$ cat src/logic/epb_pkg.sv
// constants for the program-memory and i/o bus port block
// Function
// - latch address, select and chip selects at strobe
// - respond only when both latched selects active
// - drive bus while a read strobe low
// - select high reads port, low reads memory
// - memory byte from eleven-bit latched address
// - high address inputs ignored for i/o
// - port write strobe loads selected resource
// - port read strobe equals i/o memory read
// - address 00 first port, 01 second port
// - wait low during strobe, released next clock
// - two eight-bit direction registers, per bit
// - direction 0 input, 1 output from latch
// - reset clears both direction registers
// - direction registers cannot be read back
// - address 10 and 11 select direction registers
// - latch updated, pins change at strobe release
// - latch writable while driver off; read gives latch on output bits, pin level on input bits
package epb_pkg;
    localparam int          LOW_ADDR_W     = 8;
    localparam int          HIGH_ADDR_W    = 3;
    localparam int          MEM_ADDR_W     = 11;
    localparam int          MEM_DEPTH      = 2048;
    localparam int          PORT_W         = 8;
    localparam logic [1:0]  SEL_PORT_FIRST = 2'h0;
    localparam logic [1:0]  SEL_PORT_SECOND = 2'h1;
    localparam logic [1:0]  SEL_DIR_FIRST  = 2'h2;
    localparam logic [1:0]  SEL_DIR_SECOND = 2'h3;
    localparam logic [7:0]  DIR_RESET      = 8'h00;
    localparam logic [7:0]  OUT_RESET      = 8'h00;
    localparam logic [7:0]  ADDR_RESET     = 8'h00;
    localparam logic [7:0]  DIR_READ_VALUE = 8'h00;
    localparam logic [7:0]  ERASED_BYTE    = 8'hff;
endpackage : epb_pkg

$ cat src/logic/epb_io_port.sv
// one general-purpose port: output latch, direction register, pin drivers
`timescale 1ns/100ps
module epb_io_port #(
    parameter int WIDTH = epb_pkg::PORT_W
) (
    // clock and reset
    input  wire logic             clk,
    input  wire logic             rst,
    // staging from the bus side
    input  wire logic [WIDTH-1:0] wr_data,
    input  wire logic             stage_data,
    input  wire logic             stage_dir,
    input  wire logic             commit,
    // pins
    input  wire logic [WIDTH-1:0] pins_in,
    output logic      [WIDTH-1:0] pins_out,
    output logic      [WIDTH-1:0] pins_oe,
    // read-back of the pin levels
    output logic      [WIDTH-1:0] read_value
);
    import epb_pkg::*;

    logic [WIDTH-1:0] out_latch;
    logic [WIDTH-1:0] dir_stage;
    logic             pend_data;
    logic             pend_dir;
    logic [WIDTH-1:0] next_out_latch;
    logic [WIDTH-1:0] next_dir_stage;
    logic             next_pend_data;
    logic             next_pend_dir;
    logic [WIDTH-1:0] next_pins_out;
    logic [WIDTH-1:0] next_pins_oe;

    // latch takes data while strobe low, pins follow only on commit
    always_comb begin
        next_out_latch = stage_data ? wr_data : out_latch;
        next_dir_stage = stage_dir ? wr_data : dir_stage;
        next_pend_data = commit ? 1'b0 : (pend_data | stage_data);
        next_pend_dir  = commit ? 1'b0 : (pend_dir | stage_dir);
        next_pins_out  = (commit && pend_data) ? out_latch : pins_out;
        next_pins_oe   = (commit && pend_dir) ? dir_stage : pins_oe;
    end

    // register the port state; reset makes every pin an input
    always_ff @(posedge clk or posedge rst) begin
        if (rst) begin
            out_latch <= WIDTH'(OUT_RESET);
            dir_stage <= WIDTH'(DIR_RESET);
            pend_data <= 1'b0;
            pend_dir  <= 1'b0;
            pins_out  <= WIDTH'(OUT_RESET);
            pins_oe   <= WIDTH'(DIR_RESET);
        end else begin
            out_latch <= next_out_latch;
            dir_stage <= next_dir_stage;
            pend_data <= next_pend_data;
            pend_dir  <= next_pend_dir;
            pins_out  <= next_pins_out;
            pins_oe   <= next_pins_oe;
        end
    end

    // per-bit read-back: driven level for outputs, sampled level for inputs
    genvar i;
    generate
        for (i = 0; i < WIDTH; i++) begin : g_read
            assign read_value[i] = pins_oe[i] ? pins_out[i] : pins_in[i];
        end
    endgenerate
endmodule : epb_io_port

$ cat src/logic/epb_eprom_io_bus_port.sv
// bus slave of the program-memory and i/o chip with two ports
`timescale 1ns/100ps
module epb_eprom_io_bus_port #(
    parameter logic [epb_pkg::MEM_DEPTH*8-1:0] MEM_INIT = '1
) (
    // clock and reset
    input  wire logic                           clk,
    input  wire logic                           rst,
    // multiplexed address/data bus
    input  wire logic [epb_pkg::LOW_ADDR_W-1:0]  muxed_addr_data_bus_in,
    output logic      [epb_pkg::LOW_ADDR_W-1:0]  muxed_addr_data_bus_out,
    output logic                                 muxed_addr_data_bus_oe,
    // address phase
    input  wire logic                           addr_strobe,
    input  wire logic                           mem_io_select,
    input  wire logic [epb_pkg::HIGH_ADDR_W-1:0] high_prom_address,
    input  wire logic                           chip_select_low_active_n,
    input  wire logic                           chip_select_high_active,
    // data phase strobes
    input  wire logic                           mem_read_strobe_n,
    input  wire logic                           port_read_strobe_n,
    input  wire logic                           port_write_strobe_n,
    // wait output
    output logic                                bus_wait_out,
    output logic                                bus_wait_oe,
    // first port pins
    input  wire logic [epb_pkg::PORT_W-1:0]      first_port_pins_in,
    output logic      [epb_pkg::PORT_W-1:0]      first_port_pins_out,
    output logic      [epb_pkg::PORT_W-1:0]      first_port_pins_oe,
    // second port pins
    input  wire logic [epb_pkg::PORT_W-1:0]      second_port_pins_in,
    output logic      [epb_pkg::PORT_W-1:0]      second_port_pins_out,
    output logic      [epb_pkg::PORT_W-1:0]      second_port_pins_oe
);
    import epb_pkg::*;

    logic [LOW_ADDR_W-1:0]  addr_lat;
    logic [HIGH_ADDR_W-1:0] high_lat;
    logic                   io_lat;
    logic                   cs_lat;
    logic                   wr_n_q;
    logic [LOW_ADDR_W-1:0]  next_addr_lat;
    logic [HIGH_ADDR_W-1:0] next_high_lat;
    logic                   next_io_lat;
    logic                   next_cs_lat;
    logic [LOW_ADDR_W-1:0]  next_bus_out;
    logic                   next_bus_oe;
    logic                   next_wait_oe;
    logic                   cs_now;
    logic [1:0]             sel;
    logic [MEM_ADDR_W-1:0]  mem_addr;
    logic [7:0]             mem_byte;
    logic                   rd_mem;
    logic                   rd_port;
    logic                   wr_sel;
    logic                   commit;
    logic [PORT_W-1:0]      first_rv;
    logic [PORT_W-1:0]      second_rv;

    // live chip select and decode of the latched address
    assign cs_now   = !chip_select_low_active_n && chip_select_high_active;
    assign sel      = addr_lat[1:0];
    assign mem_addr = {high_lat, addr_lat};
    assign mem_byte = MEM_INIT[{mem_addr, 3'h0} +: 8];
    assign rd_mem   = !mem_read_strobe_n;
    assign rd_port  = !port_read_strobe_n || (io_lat && rd_mem);
    assign wr_sel   = cs_lat && !port_write_strobe_n;
    assign commit   = !wr_n_q && port_write_strobe_n;

    // address latch follows inputs while strobe high, holds after its fall
    always_comb begin
        next_addr_lat = addr_lat;
        next_high_lat = high_lat;
        next_io_lat   = io_lat;
        next_cs_lat   = cs_lat;
        if (addr_strobe) begin
            next_addr_lat = muxed_addr_data_bus_in;
            next_high_lat = high_prom_address;
            next_io_lat   = mem_io_select;
            next_cs_lat   = cs_now;
        end
    end

    // read data path and bus drive
    always_comb begin
        next_bus_oe  = cs_lat && (rd_mem || !port_read_strobe_n);
        next_bus_out = mem_byte;
        if (rd_port) begin
            case (sel)
                SEL_PORT_FIRST:  next_bus_out = first_rv;
                SEL_PORT_SECOND: next_bus_out = second_rv;
                default:         next_bus_out = DIR_READ_VALUE;
            endcase
        end
    end

    // wait low for the clock after select seen during address strobe
    always_comb begin
        next_wait_oe = addr_strobe && cs_now;
    end

    // register the bus-side state
    always_ff @(posedge clk or posedge rst) begin
        if (rst) begin
            addr_lat                <= ADDR_RESET;
            high_lat                <= '0;
            io_lat                  <= 1'b0;
            cs_lat                  <= 1'b0;
            wr_n_q                  <= 1'b1;
            muxed_addr_data_bus_out <= ADDR_RESET;
            muxed_addr_data_bus_oe  <= 1'b0;
            bus_wait_out            <= 1'b0;
            bus_wait_oe             <= 1'b0;
        end else begin
            addr_lat                <= next_addr_lat;
            high_lat                <= next_high_lat;
            io_lat                  <= next_io_lat;
            cs_lat                  <= next_cs_lat;
            wr_n_q                  <= port_write_strobe_n;
            muxed_addr_data_bus_out <= next_bus_out;
            muxed_addr_data_bus_oe  <= next_bus_oe;
            bus_wait_out            <= 1'b0;   // only ever drives low
            bus_wait_oe             <= next_wait_oe;
        end
    end

    // first port and its direction register
    epb_io_port #(
        .WIDTH (PORT_W)
    ) u_first (
        .clk        (clk),
        .rst        (rst),
        .wr_data    (muxed_addr_data_bus_in),
        .stage_data (wr_sel && sel == SEL_PORT_FIRST),
        .stage_dir  (wr_sel && sel == SEL_DIR_FIRST),
        .commit     (commit),
        .pins_in    (first_port_pins_in),
        .pins_out   (first_port_pins_out),
        .pins_oe    (first_port_pins_oe),
        .read_value (first_rv)
    );

    // second port and its direction register
    epb_io_port #(
        .WIDTH (PORT_W)
    ) u_second (
        .clk        (clk),
        .rst        (rst),
        .wr_data    (muxed_addr_data_bus_in),
        .stage_data (wr_sel && sel == SEL_PORT_SECOND),
        .stage_dir  (wr_sel && sel == SEL_DIR_SECOND),
        .commit     (commit),
        .pins_in    (second_port_pins_in),
        .pins_out   (second_port_pins_out),
        .pins_oe    (second_port_pins_oe),
        .read_value (second_rv)
    );
endmodule : epb_eprom_io_bus_port

$ cat config.mk
export PLATFORM = sky130hd
export DESIGN_NAME = epb_eprom_io_bus_port
export DESIGN_NICKNAME = d
export VERILOG_FILES = /design/src/logic/epb_pkg.sv /design/src/logic/epb_io_port.sv /design/src/logic/epb_eprom_io_bus_port.sv
export SDC_FILE = /design/constraint.sdc
export NUM_CORES = 1
export LEC_CHECK = 0
export BUFFER_PORTS_ARGS = -buffer_cell sky130_fd_sc_hd__buf_2
export CAP_MARGIN = 5
export CELL_PAD_IN_SITES_DETAIL_PLACEMENT = 1
export CELL_PAD_IN_SITES_GLOBAL_PLACEMENT = 1
export CORE_ASPECT_RATIO = 1.75
export CORE_MARGIN = 1.5
export CORE_UTILIZATION = 41
export CTS_BUF_LIST = sky130_fd_sc_hd__clkbuf_8
export CTS_CLUSTER_DIAMETER = 80
export DETAILED_ROUTE_END_ITERATION = 8
export HOLD_SLACK_MARGIN = 0.05
export PLACE_DENSITY = 0.88
export SYNTH_ARGS = -nofsm -noshare
export SYNTH_HDL_FRONTEND = slang
export SYNTH_SLANG_ARGS = --single-unit
$ cat constraint.sdc
create_clock -name clk -period 2.6 [get_ports clk]
set_clock_uncertainty 0.2 [all_clocks]
set_input_delay 0.26 -clock clk [delete_from_list [all_inputs] [get_ports clk]]
set_output_delay 0.26 -clock clk [all_outputs]
set_load 0.005 [all_outputs]
==> summary.md, run 1 <==
| Metric | Value |
|---|---|
| Final setup violation count | 0 |
| GRT overflow | 0 |
| Net Sw Frac | 28.3% |
| Yosys warnings | 0 |
| Status | finished, final reports clean |
| FF/Latch Area | approximately 2100 um2 |
| Cell Area, Synth | around 3300 um2 |
| Vias in the first global route | roughly 2,300 |
| Setup crit end kind | register |
| Layout cells sized above 1 | a little over half |
| P per Cell Area | approximately 890 nW/um2 |
| Clock insertion delay at the later pin of the skew report | ~0.34 ns |
| Avg Cell Area, Syn | about 15 um2 |
| Data arrival time of the critical path | 1.97 ns |
| Synth top area share | 62.0% |
| Top FF cell, synth | dfrtp_1 |
| WHS Path Cells | 4 |
| Area of the die | 8640 um2 |
| Final instance area | around 4200 um2 |
| Clk pwr share | 21.7% |
| Gr usage total | just under 20% |
| Antenna Nets Post-Route | 0 |
| # fillers | around 830 |
| Pin count of the biggest net entering global routing | 28 |
| CTS buffer count | 9 |
| DR WL/cell | about 19 um |
| Max frequency | roughly 490 MHz |
| Die Y | approximately 120 um |
| Top-count cell post-synth | dfrtp_1 |
| Async S/R FF share, synth | 100% |
| Top cells by area, synth | dfrtp_1 62%, mux2_2 25%, mux2i_1 2.4%, o311ai_0 2.1%, nand2_1 1.1% |
| Core outline area | about 7900 um2 |
| Sequential cell area fraction in the yosys report | a little over three fifths |
| Area after DPL | around 3800 um2 |
| Final WL | between 7000 and 8000 um |
| Post-Place Setup Slack | roughly 0.75 ns |
| Critical Path, Cell by Cell | dlygate4sd3_1 > buf_2 > o21ai_0 > o311ai_0 |
| RSZ-0062 raised after global routing | no |
| Placement row count | 43 |
| CP max stage delay | 0.70 ns |
| Logic depth of the worst setup path including buffers | 4 |
| Placed wire-length estimate | between 5000 and 6000 um |
| Internal power | ~2.6 mW |
| VDD IR max | around 0.50 mV |
| Static leakage | ~2 nW |
| Drt pass-1 iters | 4 |
| Worst Path Max Fanout | 8 |
| Vias | between 2,000 and 2,500 |
| Clock root buffer master | clkbuf_8 |
| Initial antenna violation count | 0 |
| CTS max path bufs | 2 |
| Flop pwr share | 53.7% |
| GP Congestion | 0.767 |
| Startpoint types | input port |
| Multi-input gate area | 1180 um2 |
| MaxCap Viol Count | 0 |
| Post-CTS Resized | 0 |
| # diodes | 0 |
| Clock Sinks | 83 |
| Synth cell count leaders | 82 x dfrtp_1, 74 x mux2_2, 10 x nand2_1 |
| Final hold vios | 0 |
| Crit path required time | approximately 2.5 ns |
| Post-synthesis register bit count | 83 |
| Period utilization | between 70 and 80% |
| Final WS setup | between 0.5 and 0.6 ns |
| Worst-margin pin slew | about 0.9 ns |
| First-pass GRT wire length | about 13,000 um |
| Post-synth cell types | 21 |
| CTS H-tree depth | 3 |
| Syn nets | 253 |
| PortBufs | between 70 and 80 |
| Fin nets | between 300 and 400 |
| Number of remaining DRC errors | 0 |
| I/O pin count | about 80 |
| Setup TNS | 0 ns |
| Initial Utilization | 42.1% |
| Delay-heaviest family, CP | compound AO/OA/AOI/OAI gates |
| Mapped Cells | 217 |
| Die outline width | a little over 70 um |
| Worst-case reg-to-reg path depth | 3 |
| Post-layout util | 52.8% |
| CP Class | in -> reg |
| Gate power share | between 20% and 30% |
| Slowest-stage cell, CP | o21ai_0 |
| EDFF count, synth | 0 |
| Initial DRC Count | 52 |
| Period minus WS final | around 2.0 ns |
| Worst-path clk slew | approximately 0.080 ns |
| Area grow syn2layout | 25.4% |
| HP Class | in -> reg |
| Drt via density | ~5.2 |
| Area leader, netlist | dfrtp_1 |
| Slew HR | roughly 40% |
| Crit path buf inv count | 2 |
| Switch Pwr | between 1 and 1.5 mW |
| Slew Limit Fails | 0 |
| CTS tree | yes |
-- flip-flops by register name, summed over array words and instances, names as in the netlist --
name and flops:
addr_lat 2, bus_wait_oe 1, cs_lat 1, io_lat 1, muxed_addr_data_bus_oe 1, muxed_addr_data_bus_out 8
u_first.dir_stage 8, u_first.out_latch 8, u_first.pend_data 1, u_first.pend_dir 1, u_first.pins_oe 8, u_first.pins_out 8
u_second.dir_stage 8, u_second.out_latch 8, u_second.pend_data 1, u_second.pend_dir 1, u_second.pins_oe 8, u_second.pins_out 8
wr_n_q 1
-- worst reg2reg max path, stage by stage, from the launching register on --
cell and delay [ns]:
dfrtp_1 0.34, inv_1 0.05, o21ai_0 0.72, o311ai_0 0.34
-- cell usage in the layout (no fill, tap or decap), drive strengths merged --
cell type,count
dfrtp,82
buf,81
mux2,74
dlygate4sd3,17
nand2,14
clkbuf,11
mux2i,8
o311ai,8
inv,7
nor2,7
o21ai,2
nor2b,2
a21oi,2
nor4b,1
and4bb,1
o22ai,1
nor4bb,1
nand4b,1
clkinv,1
conb,1
clkinvlp,1
dfstp,1
-- stage by stage --
stage	hold slack, ns	instances	total power [mW]
6_report	0.111	414	3.68
5_1_grt	0.113	414	3.89
4_1_cts	0.0995	414	3.73
3_5_place_dp	0.111	381	2.90
3_3_place_gp	0.0898	381	2.81
2_1_floorplan	0.0645	217	2.44
-- power by group through the flow --
| stage | Sequential [mW] | Clock, mW | Combinational [mW] |
|---|---|---|---|
| final | 1.98 | 0.800 | 0.903 |
| after global routing | 2.04 | 0.873 | 0.978 |
| after CTS | 1.98 | 0.825 | 0.921 |
| after detailed placement | 2.00 | 0 | 0.899 |
| after global placement | 1.97 | 0 | 0.841 |
| after floorplan | 1.95 | 0 | 0.490 |
-- worst paths after layout --
kind / start / to / slack (ns)
worst max-delay path: mem_read_strobe_n / muxed_addr_data_bus_out[6] / 0.57
worst min-delay path: second_port_pins_in[3] / muxed_addr_data_bus_out[3] / 0.11
worst max register to register: io_lat / muxed_addr_data_bus_out[6] / 0.75
worst min register to register: u_first.out_latch[6] / u_first.pins_out[6] / 0.30
max in group asynchronous: rst / wr_n_q / 1.24
min in group asynchronous: rst / bus_wait_oe / 0.28
-- per-layer routing --
metal	part of all wire (%)	GRT usage (%)	wire length, um
met1	36	22.9	2880
met2	57	35.4	4540
met3	3.6	3.97	287
met4	3.3	8.49	262
met5	0	0	0
-- timing repair --
item,4_1_cts,5_1_grt
hold buffers,17,0
setup buffers,0,0
endpoints found under the hold margin,62,0
-- cells by family (layout without fill, tap and decap cells) --
group / Yosys count / after routing / share of synthesized area, %
and+or+nand+nor: 27 / 27 / 4.91
buffers and inverters: 11 / 118 / 1.70
DFF: 83 / 83 / 62.8
muxes: 82 / 82 / 27.6
other: 1 / 1 / 0.113
AOI/OAI and AO/OA: 13 / 13 / 2.91
-- layout make-up --
class	instances	area share (%)
sequential	83	50.1
clock buffer	11	3.65
timing repair buffer	98	14.3
inverter	4	0.392
clock inverter	5	0.543
multi-input combinational	123	28.3
tap	90	2.71
Note: power is estimated with default switching activity, not from simulation.
==> run 2: changes to the inputs <==
--- a/config.mk
+++ b/config.mk
@@ -11,12 +11,12 @@
 export CELL_PAD_IN_SITES_GLOBAL_PLACEMENT = 1
 export CORE_ASPECT_RATIO = 1.75
 export CORE_MARGIN = 1.5
-export CORE_UTILIZATION = 41
+export CORE_UTILIZATION = 45
 export CTS_BUF_LIST = sky130_fd_sc_hd__clkbuf_8
 export CTS_CLUSTER_DIAMETER = 80
 export DETAILED_ROUTE_END_ITERATION = 8
 export HOLD_SLACK_MARGIN = 0.05
-export PLACE_DENSITY = 0.88
+export PLACE_DENSITY = 0.92
 export SYNTH_ARGS = -nofsm -noshare
 export SYNTH_HDL_FRONTEND = slang
 export SYNTH_SLANG_ARGS = --single-unit
==> constraint.sdc (replaced) <==
create_clock -name clk -period 1.9 [get_ports clk]
set_clock_uncertainty 0.2 [all_clocks]
set_input_delay 0.19 -clock clk [delete_from_list [all_inputs] [get_ports clk]]
set_output_delay 0.19 -clock clk [all_outputs]
set_load 0.005 [all_outputs]
==> run 2 against run 1 <==
Effect of this change:
- die area down 8.6%
- flip-flop and latch count unchanged
- global-route usage up 3.8 points
- via count up 3.0%
- sequential share of layout area down 0.82 points
- sequential power up 38%
- utilization up 5.9 points
- non-clock buffer count up 7
- final area up 1.7%
- clock power up 31%
- setup slack worse by 0.43 ns
- highest routed layer unchanged
- register-to-register slack worse by 0.60 ns
==> summary.md, run 2 (same netlist as run 1, synthesis figures left out) <==
| Metric | Value |
|---|---|
| Status | finished, final reports clean |
| Critical Path End | u_second.out_latch[1] |
| I/O pin count | 79 (unchanged) |
| Crit. Startpoint | addr_lat[1] |
| CTS tree | yes |
| Post-layout util | 58.7% (+5.9 points) |
| Drt via density | 5.34 (+3.0%) |
| Vias in the first global route | 2,479 (+6.1%) |
| Vias | 2,211 (+3.0%) |
| CTS buffer count | 9 (unchanged) |
| R2R setup slack | 0.15 ns (-0.60 ns) |
| Antenna Nets Post-Route | 0 (unchanged) |
| Clock root buffer master | clkbuf_8 |
| Data arrival time of the critical path | 1.80 ns (-0.17 ns) |
| Area of the die | 7900 um2 (-8.6%) |
| VDD IR max | 0.787 mV (+58%) |
| CTS max path bufs | 2 (unchanged) |
| Clock insertion delay at the later pin of the skew report | 0.36 ns (+0.02 ns) |
| Worst-path clk slew | 0.07 ns (about the same) |
| Core outline area | 7180 um2 (-8.6%) |
| Worst Path Max Fanout | 9 (+1) |
| # diodes | 0 (unchanged) |
| Final hold vios | 0 (unchanged) |
| Most frequent cells in the layout | 82 x dfrtp_1, 74 x mux2_2, 74 x buf_2 |
| Gr usage total | 23.7% (+3.8 points) |
| RSZ-0062 raised after global routing | no |
| Setup crit end kind | register |
| Slew Limit Fails | 0 (unchanged) |
| DR WL/cell | 20.4 um (+6.2%) |
| Startpoint types | register |
| GP Congestion | 0.722 (-5.8%) |
| PortBufs | 74 (unchanged) |
| Final setup violation count | 0 (unchanged) |
| Hold WS | 0.0511 ns (-0.0599 ns) |
| CTS H-tree depth | 3 (unchanged) |
| Initial DRC Count | 63 (+21%) |
| CP Class | reg -> reg |
| R2r startpoint | addr_lat[1] |
| Drt pass-1 iters | 4 (unchanged) |
| Die outline width | 67.8 um (-4.3%) |
| First-pass GRT wire length | 13,100 um (+4.0%) |
| Initial antenna violation count | 0 (unchanged) |
| Number of remaining DRC errors | 0 (unchanged) |
| Area grow syn2layout | 27.4% |
| Fin nets | 362 (+2.0%) |
| Worst-case reg-to-reg path depth | 3 (unchanged) |
| HP Class | in -> reg |
| Placement row count | 41 (-4.7%) |
| Worst reg2reg endpoint | u_second.out_latch[1] |
| GRT overflow | 0 (unchanged) |
| Placed wire-length estimate | 5640 um (-3.1%) |
| Period minus WS final | roughly 1.8 ns |
| Layout cells sized above 1 | 53.7% (-0.66 points) |
| Pin count of the biggest net entering global routing | 74 (+160%) |
| Die Y | 116 um (-4.4%) |
| Most common cell after layout, fill and taps aside | dfrtp_1 |
| Crit path required time | 1.94 ns (-0.60 ns) |
| Max frequency | 570 MHz |
| Clock Sinks | 83 (unchanged) |
| Final WL | 8460 um (+6.2%) |
| Initial Utilization | 46.1% (+4.0 points) |
| Period utilization | about 92% |
| MaxCap Viol Count | 0 (unchanged) |
| Static leakage | 2.07 nW (+0.92%) |
| P per Cell Area | 1190 nW/um2 (+35%) |
run 2: how the worst min path moves through the flow:
stage / startpoint / endpoint / cells after the start
6_report: second_port_pins_in[1] / muxed_addr_data_bus_out[1] / 4
5_1_grt: second_port_pins_in[1] / muxed_addr_data_bus_out[1] / 4
4_1_cts: second_port_pins_in[1] / muxed_addr_data_bus_out[1] / 4
3_5_place_dp: rst / muxed_addr_data_bus_out[2] / 2
3_3_place_gp: rst / u_second.pins_oe[5] / 2
2_1_floorplan: port_write_strobe_n / wr_n_q / 0
run 2: power breakdown:
group          internal, mW  switching (mW)
Combinational         0.772           0.485
Sequential             2.33           0.401
Clock                 0.475           0.573
run 2: worst max-delay path: stages (launching register included):
cell,delay (ns)
dfrtp_1,0.49
nor4bb_2,0.35
buf_4,0.24
mux2_2,0.36
run 2: through the flow:
stage                     instance area [um2]  worst slack, ns  total power, mW  setup TNS (ns)  std cells
after floorplan                          3310            0.297             3.34               0        217
after global placement                   3810           0.0574             3.82               0        376
after detailed placement                 3810          -0.0595             3.97           -1.18        376
after CTS                                4220           0.0133             5.08               0        414
after global routing                     4220           0.0405             5.31               0        414
final                                    4220            0.145             5.04               0        414
run 2: cell type report:
type / instances / area, um2
inverters: 4 / 18.8
flip-flops and latches: 83 / 2080
repair buffers: 105 / 678
multi-input cells: 123 / 1190
clock buffers: 10 / 138
well taps: 86 / 108
clock inverters: 3 / 11.3
fillers: 738 / 2960
run 2: metal layers:
metal	part of all wire, %	up-vias	routed length [um]	global-route usage (%)
li1	-	986	-	-
met3	2.9	15	245	5.11
met2	57	55	4840	41.6
met5	0	-	0	0
met4	2.8	0	240	12.0
met1	37	1155	3140	26.4
run 2: what timing repair did:
action                                  4_1_cts  5_1_grt
pin swaps                                     0        0
endpoints found under the setup margin        9        7
gates resized for setup                       1        1
endpoints found under the hold margin       127        0
hold buffers                                 25        0
buffers inserted                              0        0
